**src/hw/qdc_defs.svh**
```systemverilog
// constant definitions for the quad converter serial control block
`ifndef QDC_DEFS_SVH
`define QDC_DEFS_SVH

`define QDC_FRAME_BITS 16
`define QDC_CODE_BITS 12
`define QDC_NUM_CH 4
`define QDC_BIT_CNT_W 5
`define QDC_OP_WR_ONLY 2'h0
`define QDC_OP_WR_UPD 2'h1
`define QDC_OP_WR_ALL 2'h2
`define QDC_OP_PWR_DN 2'h3
`define QDC_TERM_HIZ_A 2'h0
`define QDC_TERM_2K5 2'h1
`define QDC_TERM_100K 2'h2
`define QDC_TERM_HIZ_B 2'h3
`define QDC_CODE_ZERO 12'h000
`define QDC_CLK_PERIOD_NS 4
`define QDC_SCLK_MAX_MHZ 40

`endif

```
**src/hw/qdc_pkg.sv**
```systemverilog
// type package for the quad converter serial control block
package qdc_pkg;

  // output termination while powered down
  typedef enum logic [1:0] {
    QDC_TERM_NONE,
    QDC_TERM_GND_2K5,
    QDC_TERM_GND_100K
  } qdc_term_t;

  // decoded frame fields in shift order
  typedef struct packed {
    logic [1:0] chan;
    logic [1:0] op;
    logic [11:0] code;
  } qdc_frame_t;

  // frame state of the serial port
  typedef enum logic [1:0] {
    QDC_IDLE,
    QDC_SHIFT,
    QDC_DONE
  } qdc_state_t;

endpackage

```
**src/hw/qdc_serial_ctrl.sv**
```systemverilog
// serial control logic of a quad 12-bit voltage-output converter
//
// Functional notes
// - frame select low shifts data on falling edges
// - sixteenth falling edge executes the command
// - clock and data after sixteenth edge ignored
// - early select rise aborts frame unchanged
// - first two bits are the channel address
// - next two bits select the operation
// - last twelve bits are code, msb first
// - operation 11 powers down all channels
// - address field picks power-down output termination
// - power-down never alters channel registers
// - waking keeps registers unless frame writes them
// - power-up clears registers, outputs held zero
// - registers hold unsigned code 0 to 4095
// - serial clock rates up to 40 MHz
`timescale 1ns/10ps
`include "qdc_defs.svh"

module qdc_serial_ctrl
  import qdc_pkg::*;
#(
  parameter int NUM_CH = `QDC_NUM_CH,
  parameter int CODE_W = `QDC_CODE_BITS
) (
  input wire logic I_REF_CLK,
  input wire logic I_RESETN,
  input wire logic I_SYNC_N,
  input wire logic I_SCLK,
  input wire logic I_SDATA,
  output logic [NUM_CH*CODE_W-1:0] O_CH_CODE,
  output logic [NUM_CH*CODE_W-1:0] O_OUT_CODE,
  output logic O_POWER_DOWN,
  output qdc_term_t O_TERM,
  output logic O_FRAME_DONE
);

  // -------------------------------------------------------------
  // reset release and pin synchronisers
  // -------------------------------------------------------------
  logic [1:0] rst_sync_reg; // reset release pipeline
  logic rst_n; // synchronised reset
  logic [2:0] pin_s1_reg; // first stage: sync, sclk, data
  logic [2:0] pin_s2_reg; // second stage
  logic sclk_d_reg; // delayed clock for edge detect

  // reset is asserted at once and released through two stages
  always_ff @(posedge I_REF_CLK or negedge I_RESETN) begin
    if (!I_RESETN) begin
      rst_sync_reg <= 2'h0;
    end else begin
      rst_sync_reg <= {rst_sync_reg[0], 1'b1};
    end
  end
  assign rst_n = rst_sync_reg[1];

  // link clock at up to 40 MHz is sampled by the 250 MHz clock
  always_ff @(posedge I_REF_CLK or negedge rst_n) begin
    if (!rst_n) begin
      // idle levels: select high, clock high, data low, so no false edge
      pin_s1_reg <= 3'h3;
      pin_s2_reg <= 3'h3;
      sclk_d_reg <= 1'b1;
    end else begin
      pin_s1_reg <= {I_SDATA, I_SCLK, I_SYNC_N};
      pin_s2_reg <= pin_s1_reg;
      sclk_d_reg <= pin_s2_reg[1];
    end
  end

  logic sync_n; // synchronised frame select
  logic sdata; // synchronised data
  logic sclk_fall; // falling edge of the serial clock
  assign sync_n = pin_s2_reg[0];
  assign sdata = pin_s2_reg[2];
  assign sclk_fall = sclk_d_reg & ~pin_s2_reg[1];

  // -------------------------------------------------------------
  // frame shifter
  // -------------------------------------------------------------
  qdc_state_t state_reg, state_next; // frame state
  logic [`QDC_FRAME_BITS-1:0] shift_reg, shift_next; // input shifter
  logic [`QDC_BIT_CNT_W-1:0] cnt_reg, cnt_next; // bits received
  logic exec; // frame complete this cycle
  qdc_frame_t frame; // decoded frame

  // shifting, completion and abort
  always_comb begin
    state_next = state_reg;
    shift_next = shift_reg;
    cnt_next = cnt_reg;
    exec = 1'b0;
    frame = shift_next;
    unique case (state_reg)
      // wait for select to fall
      QDC_IDLE: begin
        cnt_next = '0;
        if (!sync_n) begin
          state_next = QDC_SHIFT;
        end
      end
      // shift bits on each falling clock edge
      QDC_SHIFT: begin
        if (sync_n) begin
          state_next = QDC_IDLE; // early rise, nothing applied
        end else if (sclk_fall) begin
          shift_next = {shift_reg[`QDC_FRAME_BITS-2:0], sdata};
          cnt_next = cnt_reg + `QDC_BIT_CNT_W'(1);
          if (cnt_reg == `QDC_BIT_CNT_W'(`QDC_FRAME_BITS - 1)) begin
            exec = 1'b1; // sixteenth edge completes the frame
            state_next = QDC_DONE;
          end
        end
      end
      // further edges ignored until select rises
      QDC_DONE: begin
        if (sync_n) begin
          state_next = QDC_IDLE;
        end
      end
      default: begin
        state_next = QDC_IDLE;
      end
    endcase
    frame = shift_next; // fields: address, op, code
  end

  always_ff @(posedge I_REF_CLK or negedge rst_n) begin
    if (!rst_n) begin
      state_reg <= QDC_IDLE;
      shift_reg <= '0;
      cnt_reg <= '0;
    end else begin
      state_reg <= state_next;
      shift_reg <= shift_next;
      cnt_reg <= cnt_next;
    end
  end

  // -------------------------------------------------------------
  // channel registers, outputs and power-down
  // -------------------------------------------------------------
  logic [CODE_W-1:0] ch_reg [NUM_CH]; // channel registers
  logic [CODE_W-1:0] ch_next [NUM_CH];
  logic [CODE_W-1:0] out_reg [NUM_CH]; // codes driving the outputs
  logic [CODE_W-1:0] out_next [NUM_CH];
  logic pd_reg, pd_next; // power-down state
  qdc_term_t term_reg, term_next; // termination in power-down
  logic upd; // transfer registers to outputs

  // command decode shared by all channels
  always_comb begin
    upd = 1'b0;
    pd_next = pd_reg;
    term_next = term_reg;
    if (exec) begin
      unique case (frame.op)
        `QDC_OP_PWR_DN: begin
          pd_next = 1'b1; // all channels together
          unique case (frame.chan)
            `QDC_TERM_2K5: term_next = QDC_TERM_GND_2K5;
            `QDC_TERM_100K: term_next = QDC_TERM_GND_100K;
            default: term_next = QDC_TERM_NONE;
          endcase
        end
        `QDC_OP_WR_ONLY: pd_next = 1'b0; // register write wakes
        default: begin
          pd_next = 1'b0;
          upd = 1'b1;
        end
      endcase
    end
  end

  genvar g;
  generate
    for (g = 0; g < NUM_CH; g++) begin : g_ch
      // each channel loads its register and optionally its output
      always_comb begin
        ch_next[g] = ch_reg[g];
        out_next[g] = out_reg[g];
        if (exec && frame.op != `QDC_OP_PWR_DN) begin
          if (frame.op == `QDC_OP_WR_ALL ||
              frame.chan == 2'(g)) begin
            ch_next[g] = frame.code;
          end
        end
        if (upd) begin
          out_next[g] = ch_next[g];
        end
      end

      // power-on clear to code zero
      always_ff @(posedge I_REF_CLK or negedge rst_n) begin
        if (!rst_n) begin
          ch_reg[g] <= `QDC_CODE_ZERO;
          out_reg[g] <= `QDC_CODE_ZERO;
          O_CH_CODE[g*CODE_W +: CODE_W] <= `QDC_CODE_ZERO;
          O_OUT_CODE[g*CODE_W +: CODE_W] <= `QDC_CODE_ZERO;
        end else begin
          ch_reg[g] <= ch_next[g];
          out_reg[g] <= out_next[g];
          O_CH_CODE[g*CODE_W +: CODE_W] <= ch_next[g];
          O_OUT_CODE[g*CODE_W +: CODE_W] <= out_next[g];
        end
      end
    end
  endgenerate

  // power-down state and completion pulse
  always_ff @(posedge I_REF_CLK or negedge rst_n) begin
    if (!rst_n) begin
      pd_reg <= 1'b0;
      term_reg <= QDC_TERM_NONE;
      O_POWER_DOWN <= 1'b0;
      O_TERM <= QDC_TERM_NONE;
      O_FRAME_DONE <= 1'b0;
    end else begin
      pd_reg <= pd_next;
      term_reg <= term_next;
      O_POWER_DOWN <= pd_next;
      O_TERM <= term_next;
      O_FRAME_DONE <= exec;
    end
  end

  // -------------------------------------------------------------
  // checks
  // -------------------------------------------------------------
  chk_abort_no_change: assert property (
    @(posedge I_REF_CLK) disable iff (!rst_n)
    (state_reg == QDC_SHIFT && sync_n) |=> $stable(O_OUT_CODE) &&
      $stable(O_CH_CODE) && $stable(O_POWER_DOWN))
    else $error("aborted frame changed state");

  chk_done_ignores_clk: assert property (
    @(posedge I_REF_CLK) disable iff (!rst_n)
    (state_reg == QDC_DONE && sclk_fall) |=>
      $stable(shift_reg) && !O_FRAME_DONE)
    else $error("extra edge executed after frame end");

  chk_exec_at_sixteen: assert property (
    @(posedge I_REF_CLK) disable iff (!rst_n)
    exec |-> cnt_reg == `QDC_BIT_CNT_W'(`QDC_FRAME_BITS - 1))
    else $error("frame executed at wrong bit count");

  chk_pd_keeps_regs: assert property (
    @(posedge I_REF_CLK) disable iff (!rst_n)
    (exec && frame.op == `QDC_OP_PWR_DN) |=>
      $stable(O_CH_CODE) && $stable(O_OUT_CODE))
    else $error("power-down altered a channel register");

  chk_pd_enter: assert property (
    @(posedge I_REF_CLK) disable iff (!rst_n)
    (exec && frame.op == `QDC_OP_PWR_DN) |=> O_POWER_DOWN)
    else $error("power-down not entered");

  chk_term_2k5: assert property (
    @(posedge I_REF_CLK) disable iff (!rst_n)
    (exec && frame.op == `QDC_OP_PWR_DN && frame.chan == `QDC_TERM_2K5)
      |=> O_TERM == QDC_TERM_GND_2K5)
    else $error("wrong termination selected");

  chk_wr_only_hold: assert property (
    @(posedge I_REF_CLK) disable iff (!rst_n)
    (exec && frame.op == `QDC_OP_WR_ONLY) |=> $stable(O_OUT_CODE))
    else $error("write-only changed outputs");

  chk_wr_all_load: assert property (
    @(posedge I_REF_CLK) disable iff (!rst_n)
    (exec && frame.op == `QDC_OP_WR_ALL) |=>
      O_OUT_CODE[CODE_W-1:0] == $past(frame.code))
    else $error("write-all did not update channel one");

  chk_shift_on_fall: assert property (
    @(posedge I_REF_CLK) disable iff (!rst_n)
    (state_reg == QDC_SHIFT && !sync_n && sclk_fall) |=>
      shift_reg[0] == $past(sdata))
    else $error("bit not shifted on falling edge");

endmodule

```
**config.mk**
```make
export PLATFORM = sky130hd
export DESIGN_NAME = qdc_serial_ctrl
export DESIGN_NICKNAME = d
export VERILOG_FILES = /design/src/hw/qdc_pkg.sv /design/src/hw/qdc_serial_ctrl.sv
export VERILOG_INCLUDE_DIRS = /design/src /design/src/hw
export SDC_FILE = /design/constraint.sdc
export NUM_CORES = 1
export LEC_CHECK = 0
export BUFFER_PORTS_ARGS = -buffer_cell sky130_fd_sc_hd__buf_2
export CAP_MARGIN = 20
export CORE_ASPECT_RATIO = 0.5
export CORE_MARGIN = 2
export CORE_UTILIZATION = 42
export CTS_BUF_LIST = sky130_fd_sc_hd__clkbuf_8
export DETAILED_ROUTE_END_ITERATION = 10
export GPL_ROUTABILITY_DRIVEN = 1
export HOLD_SLACK_MARGIN = 0.05
export PLACE_DENSITY = 0.62
export SYNTH_ARGS = -nofsm -noshare
export SYNTH_HDL_FRONTEND = slang
export SYNTH_SLANG_ARGS = --single-unit
```
**constraint.sdc**
```tcl
create_clock -name I_REF_CLK -period 5.9 [get_ports I_REF_CLK]
set_input_delay 0.885 -clock I_REF_CLK [delete_from_list [all_inputs] [get_ports I_REF_CLK]]
set_output_delay 0.885 -clock I_REF_CLK [all_outputs]
set_load 0.05 [all_outputs]
```
# After elaboration in Yosys (flattened, before gate mapping)
# Index checks and enable logic that the tools add are counted.
# classes
n_reduce_logical,13
n_bitwise,2
n_mux,28
addsub,1
n_eq_ne,15
# op_table
operator,count
$mux 12,8
$mux 16,3
$eq 2x2->1 const B,5
$mux 2,5
$mux 5,2
$ne 2x2->1 const B,5
$pmux 5 s2,1
$mux 1,7
$logic_not 2->1,3
$ne 3x3->1 const B,2
$pmux 2 s3,1
$add 5x1->5 const B,1
$eq 5x4->1 const B,1
$eq 2x1->1 const B,2
$logic_or 1x1->1,4
$pmux 2 s2,1
$reduce_and 4->1,1
$reduce_and 3->1,1
$reduce_and 2->1,1
$reduce_bool 2->1,1
$reduce_or 2->1,1
$and 1x1->1,1
$logic_and 1x1->1,1
$not 1->1,1
# totals
in_bits,5
ff_bits,132
output_inout_bits,100
wordCells,77

# Logic depth before layout (Yosys ltp)
# Gate-level depths: netlist of run 1.
# logic_depth
word_depth,9
ltp_mapped,13
ltp_nobuf,10

# Least setup slack after synthesis of run 1
# No wires, ideal clock.
# synth_timing
path_type,flip-flop to flip-flop
startpoint,reg sclk_d_reg
endpoint,reg out_reg[26] (netlist bit)
t_required_ns,5.775
stages_incl_launch_ff,12
synth_period_minus_slack_ns,3.001
setup_slack_ns,2.899
arrival_time_ns,2.876
setup_time_ns,0.125
n_path_buf,2
path_cell_list,dfstp_2 > or4b_4 > nor2_8 > buf_4 > nand2_1 > o21ai_0 > ha_1 > inv_1 > a2111oi_4 > buf_6 > a21oi_1 > mux2_2
# synth_lines
item,line,text
start: declaration,qdc_serial_ctrl.sv:46,logic sclk_d_reg;
start signal: assignment,qdc_serial_ctrl.sv:68,sclk_d_reg <= pin_s2_reg[1];
end signal: indexed assignment,qdc_serial_ctrl.sv:198,out_reg[g] <= `QDC_CODE_ZERO;
end signal: indexed assignment,qdc_serial_ctrl.sv:203,out_reg[g] <= out_next[g];
end: declaration,qdc_serial_ctrl.sv:146,logic [CODE_W-1:0] out_reg [NUM_CH];

==> flow_metrics.py, run 1 <==
metrics = {
    "yosys": {
        "synth_area_leaders": "dfrtp_1 60%, nor2_1 4.4%, a21o_1 4.0%",
        "synth_seq_area_share": 0.6244,
        "synth_xor_area_frac": 0.001653,
        "synthFlopType": "dfrtp_1",
        "muxShareOfSynthArea": 0.05619,
        "yosysWarningCount": 0,
        "synth_edf_count": 0,
        "synth_compound_area_frac": 0.1518,
        "synthesis.area_sq_mm": 0.005300,
        "synth-seq-cells": 132,
        "yosys-top-cells-count": "127 x dfrtp_1, 62 x nor2_1, 53 x nand2_1",
        "synthSimpleGateAreaFrac": 0.1161,
        "synth_top_family_by_area": "compound AO/OA/AOI/OAI gates",
        "synth_nets": 476,
        "ys_types": 42,
        "syn_avg_cell_area_sq_um": 11.35,
        "yosys.area.top_type": "dfrtp_1",
        "synth_top_area_frac": 0.5996,
        "synthAdderAreaFrac": 0.009443,
        "synthCells": 467,
        "ys_async_sr_fraction": 1.000,
        "synth_most_common_cell": "dfrtp_1",
    },
    "detailed_routing": {
        "vias": 3685,
        "drt_pre_antenna_iters": 5,
        "wl_um": 11930,
        "antenna_left": 0,
        "drtIter0Drc": 261,
        "wire_per_inst_um": 15.90,
        "vias_per_cell": 4.913,
        "drc_errors": 0,
    },
    "placed_design": {
        "placedInstanceArea_sq_mm": 0.005931,
        "hpwl_um": 8082,
        "io_buffers": 104,
        "place_congestion": 0.7837,
    },
    "finish": {
        "ff_latch_area_sq_mm": 0.003313,
        "area_growth_pct": 20.23,
        "insertedDiodeCount": 0,
        "fillCellCount": 1100,
        "fin_area_sq_mm": 0.006372,
        "layout-drive-gt1-share": 0.2974,
        "multi_input_area_sq_mm": 0.001785,
        "nNetsFinal": 581,
        "fin_util": 0.5288,
    },
    "worst_setup_path": {
        "r2r_cells": 9,
        "cp.arrival_ps": 3990,
        "rr_endpoint": "out_reg[43]",
        "r2r_slack_ps": 2250,
        "cp.required_ps": 6240,
        "cp_max_fo": 32,
        "r2r-start": "sclk_d_reg",
        "cp-start-kind": "flip-flop",
        "endpoint_kind": "flip-flop",
        "crit_type": "flip-flop to flip-flop",
    },
    "power_and_ir_drop": {
        "irDropWorstVdd_uv": 116.4,
        "total_power_mw": 1.860,
        "p_leak_nw": 3.400,
        "power_per_cell_area_mw_per_mm2": 291.8,
    },
    "job": {
        "cap_violations": 0,
    },
    "die": {
        "dieArea_sq_mm": 0.01359,
        "die_x_um": 162.9,
        "fp.dieH_um": 83.44,
        "start_util": 0.4398,
        "core_sq_mm": 0.01205,
        "ios": 105,
        "rows": 28,
    },
    "global_route": {
        "grt.total_usage": 0.1880,
        "grt_max_degree": 85,
        "antenna_found_initial": 0,
        "grt_pass1_wl_um": 19460,
        "grt_pass1_vias": 3735,
        "grt-ovfl-total": 0,
    },
    "clock_network": {
        "cts_made_buffers": 17,
        "cts_setup_buffers": 0,
        "ctsRootBufferMaster": "clkbuf_8",
        "cts_sinks": 132,
        "clk_pin_slew_ps": 80,
        "clock_latency_ps": 440,
        "hold_buffers": 0,
        "cts_resized": 0,
        "cts_tree": "done",
        "cts_htree_levels": 4,
        "clockBufferDepth": 2,
    },
    "timing": {
        "rsz0062_at_grt": "no",
        "finClkSkew_ps": 14.26,
        "max_freq_mhz": 273.7,
        "setup_viol": 0,
        "slew_viol_final": 0,
        "timing.slew.headroom": 0.3436,
        "fin_crit_sh": 0.6192,
        "fin_setup_tns_ps": 0,
        "tightest_slew_ps": 957.3,
        "min_period_ps": 3654,
        "hold_viol": 0,
        "whs_ps": 211.5,
    },
    "min_path": {
        "worstHoldPathType": "input pin to asynchronous set/reset pin",
    },
    "run_status": {
        "status": "completed",
    },
}
worst max path at each step:
stage	startpoint	to	slack, ps
after global routing	sclk_d_reg	out_reg[46]	1910
after floorplan	rst_sync_reg[1]	O_FRAME_DONE	1960
final	sclk_d_reg	out_reg[43]	2250
after CTS	sclk_d_reg	out_reg[19]	2190
after global placement	sclk_d_reg	out_reg[19]	2370
after detailed placement	sclk_d_reg	out_reg[19]	2230
layout make-up:
class / instances / share of cell area
sequential: 132 / 0.5199
multi-input combinational: 294 / 0.2802
timing repair buffer: 109 / 0.08757
clock buffer: 18 / 0.03888
tap: 165 / 0.03240
clock inverter: 14 / 0.03043
inverter: 18 / 0.01060
layout by cell type, fill, tap and decap left out, drive strengths merged:
cell type and instances:
dfrtp 127, buf 109, nor2 63, nand2 53
a21oi 41, o21ai 37, a21o 28, inv 21
clkbuf 18, mux2i 14, mux2 14, and2 9
o31ai 9, clkinv 5, bufinv 5, dfstp 5
ha 4, nand3 2, or3 2, nor3b 2
nand2b 2, a31oi 2, nor4b 1, and3 1
or4b 1, a2111oi 1, nor2b 1, a41oi 1
nand4 1, xor2 1, a22o 1, o22a 1
nor3 1, clkinvlp 1, conb 1
report_power, final:
part | total [mW] | leakage, nW | internal, mW | switching, mW
registers | 0.940 | 1.81 | 0.922 | 0.0185
logic | 0.0689 | 1.36 | 0.0147 | 0.0542
clock network | 0.851 | 0.236 | 0.506 | 0.345
total | 1.86 | 3.40 | 1.44 | 0.417
logic make-up (layout without fill, tap and decap cells):
| kind of cell | Yosys count | in the layout |
|---|---|---|
| multiplexers | 28 | 28 |
| XOR/XNOR | 1 | 1 |
| AO/OA/AOI/OAI | 121 | 121 |
| AND/OR/NAND/NOR | 139 | 139 |
| flip-flops | 132 | 132 |
| other | 1 | 1 |
| buffers and inverters | 41 | 159 |
| adder cells (fa/ha/maj) | 4 | 4 |
critical path, stage by stage, from the launching register on:
cell and delay (ps):
dfstp_2 550, nor4b_2 540, nand2_1 350, mux2i_1 270, inv_1 80, ha_1 260, or3_4 450, a31oi_4 630
nor2_1 150, o31ai_2 260
stage by stage:
step	instances	setup WS (ps)
2_1_floorplan	467	1959
3_3_place_gp	718	2368
3_5_place_dp	718	2231
4_1_cts	750	2191
5_1_grt	750	1909
6_report	750	2246
metal layers:
metal | up-vias | track usage | wire (um)
met5 | - | 0 | 0
met2 | 67 | 0.2858 | 5422
li1 | 1782 | - | -
met4 | 0 | 0.07884 | 179
met3 | 15 | 0.04945 | 533
met1 | 1821 | 0.2561 | 5792
Power figures use the tool's default switching activity.
==> inputs of run 2 (changes only) <==
==> constraint.sdc (replaced) <==
create_clock -name I_REF_CLK -period 3.6 [get_ports I_REF_CLK]
set_input_delay 0.54 -clock I_REF_CLK [delete_from_list [all_inputs] [get_ports I_REF_CLK]]
set_output_delay 0.54 -clock I_REF_CLK [all_outputs]
set_load 0.05 [all_outputs]
==> run 2 against run 1 <==
Net effect:
- first-iteration DRC count fell by 1.1%
- via count rose by 2.3%
- sequential power is 64% higher
- utilization grew 1.3 points
- hold slack worse by 8.1 ps
- setup slack got worse by 1800 ps
- flip-flop and latch count did not move
- wire length up 1.3%
- non-clock buffer count grew 17
- die area unchanged
- register-to-register slack worse by 1800 ps
- count of clock-buffer cells in the layout increased by 1
==> flow_metrics.py, run 2 (same netlist as run 1, synthesis figures left out) <==
metrics = {
    "run_status": {
        "status": "completed",
    },
    "timing": {
        "timing.slew.headroom": 0.4174,
        "max_freq_mhz": 319.8,
        "finClkSkew_ps": 12.81,
        "tightest_slew_ps": 873.8,
        "hold_viol": 0,
        "fin_crit_sh": 0.8685,
        "slew_viol_final": 0,
        "fin_setup_tns_ps": 0,
        "rsz0062_at_grt": "no",
        "min_period_ps": 3127,
        "setup_viol": 0,
    },
    "finish": {
        "final_cell_mix": "126 x dfrtp_1, 104 x buf_2, 62 x nor2_1",
        "layout-drive-gt1-share": 0.3206,
        "stdcell_count": 767,
        "area_growth_pct": 23.23,
        "mostFrequentLayoutCell": "dfrtp_1",
        "nNetsFinal": 598,
        "insertedDiodeCount": 0,
    },
    "die": {
        "ios": 105,
        "core_sq_mm": 0.01205,
        "fp.dieH_um": 83.44,
        "dieArea_sq_mm": 0.01359,
        "start_util": 0.4398,
        "rows": 28,
        "die_x_um": 162.9,
    },
    "power_and_ir_drop": {
        "clockPowerShare": 0.444,
        "power_per_cell_area_mw_per_mm2": 464.2,
        "switchingPower_uw": 740.7,
        "irDropWorstVdd_uv": 213.7,
        "power.share.sequential": 0.508,
        "p_int_mw": 2.291,
        "p_leak_nw": 3.470,
        "power_frac_comb": 0.048,
        "swShare": 0.2443,
    },
    "clock_network": {
        "clock_latency_ps": 430,
        "cts_made_buffers": 17,
        "clockBufferDepth": 2,
        "clk_pin_slew_ps": 80,
        "ctsRootBufferMaster": "clkbuf_8",
        "cts_htree_levels": 4,
        "cts_tree": "done",
        "cts_sinks": 132,
    },
    "worst_setup_path": {
        "endpoint_kind": "flip-flop",
        "cp.required_ps": 3900,
        "crit_type": "flip-flop to flip-flop",
        "cp_max_fo": 24,
        "cp.arrival_ps": 3430,
        "cp-start-kind": "flip-flop",
    },
    "global_route": {
        "grt_max_degree": 66,
        "grt_pass1_wl_um": 19530,
        "grt-ovfl-total": 0,
        "grt_pass1_vias": 3686,
        "antenna_found_initial": 0,
        "grt.total_usage": 0.1866,
    },
    "placed_design": {
        "io_buffers": 104,
        "hpwl_um": 8364,
        "dp.cells": 734,
        "place_congestion": 0.7920,
    },
    "job": {
        "cap_violations": 0,
    },
    "detailed_routing": {
        "antenna_left": 0,
        "drt_pre_antenna_iters": 6,
        "wl_um": 12090,
        "drc_errors": 0,
        "vias": 3771,
        "wire_per_inst_um": 15.76,
        "drtIter0Drc": 258,
        "vias_per_cell": 4.917,
    },
    "min_path": {
        "worstHoldPathType": "input pin to flip-flop",
    },
}
run 2: changes by cell type in the layout (fill, tap and decap cells not counted):
cell and change:
dlygate4sd3_1 +1, inv_1 -3, clkbuf_8 +1, buf_4 +13, clkinv_2 -4, buf_12 +3
clkinvlp_4 +1, bufinv_16 -2, inv_6 +4, clkinv_4 +3
run 2: critical path, cell delays in order (launching register included):
cell and delay (ps):
dfstp_2 550, or4b_4 540, nor2_8 190, o21ai_0 190, ha_1 290, or3_4 450, a31oi_4 260, buf_4 300
a21o_1 160, o21ai_0 70
run 2: cell type report:
type / instances / area (sq um)
Clock inverter: 13 / 171.4
Tap cell: 165 / 206.4
Inverter: 18 / 67.56
Multi-Input combinational cell: 294 / 1785
Sequential cell: 132 / 3313
Fill cell: 1098 / 5520
Clock buffer: 19 / 261.5
Timing Repair Buffer: 126 / 725.7
run 2: per-layer routing:
metal	GRT usage	vias to the layer above	routed length (um)
met4	0.04183	0	75
met5	0	-	0
li1	-	1819	-
met3	0.05195	6	574
met1	0.2679	1859	5824
met2	0.2824	87	5614
run 2: worst paths after layout:
kind	depth (start not counted)	to	startpoint	slack, ps
worst max register to register	9	out_reg[40]	sclk_d_reg	470
min in group asynchronous	2	rst_sync_reg[0]	I_RESETN	410
worst max-delay path	9	out_reg[40]	sclk_d_reg	470
worst min register to register	0	pin_s2_reg[2]	pin_s1_reg[2]	360
max in group asynchronous	1	ch_reg[24]	rst_sync_reg[1]	2220
worst min-delay path	1	pin_s1_reg[1]	I_SCLK	200
run 2: per-stage QoR:
stage            util  hold slack [ps]  area (sq um)  setup slack [ps]  power [mW]
3_3_place_gp   0.5052            326.9          6088             551.4       1.712
6_report       0.5419            203.4          6531             473.4       3.032
4_1_cts        0.5419            177.8          6531             480.9       3.064
5_1_grt        0.5419            170.7          6531             303.6       3.152
2_1_floorplan       -            244.4          5301             599.2       1.626
3_5_place_dp   0.5052            328.3          6088             494.9       1.716
run 2: power by group through the flow:
stage	combinational [mW]	clock (mW)	sequential [mW]
3_3_place_gp	0.143	0	1.57
4_1_cts	0.146	1.38	1.54
2_1_floorplan	0.0565	0	1.57
5_1_grt	0.157	1.45	1.55
3_5_place_dp	0.146	0	1.57
6_report	0.145	1.35	1.54
run 2: repair_timing:
item                                   4_1_cts  5_1_grt
endpoints found under the hold margin        2        0
gates resized for setup                      0        0
setup buffers                                0        0
hold buffers                                 1        0
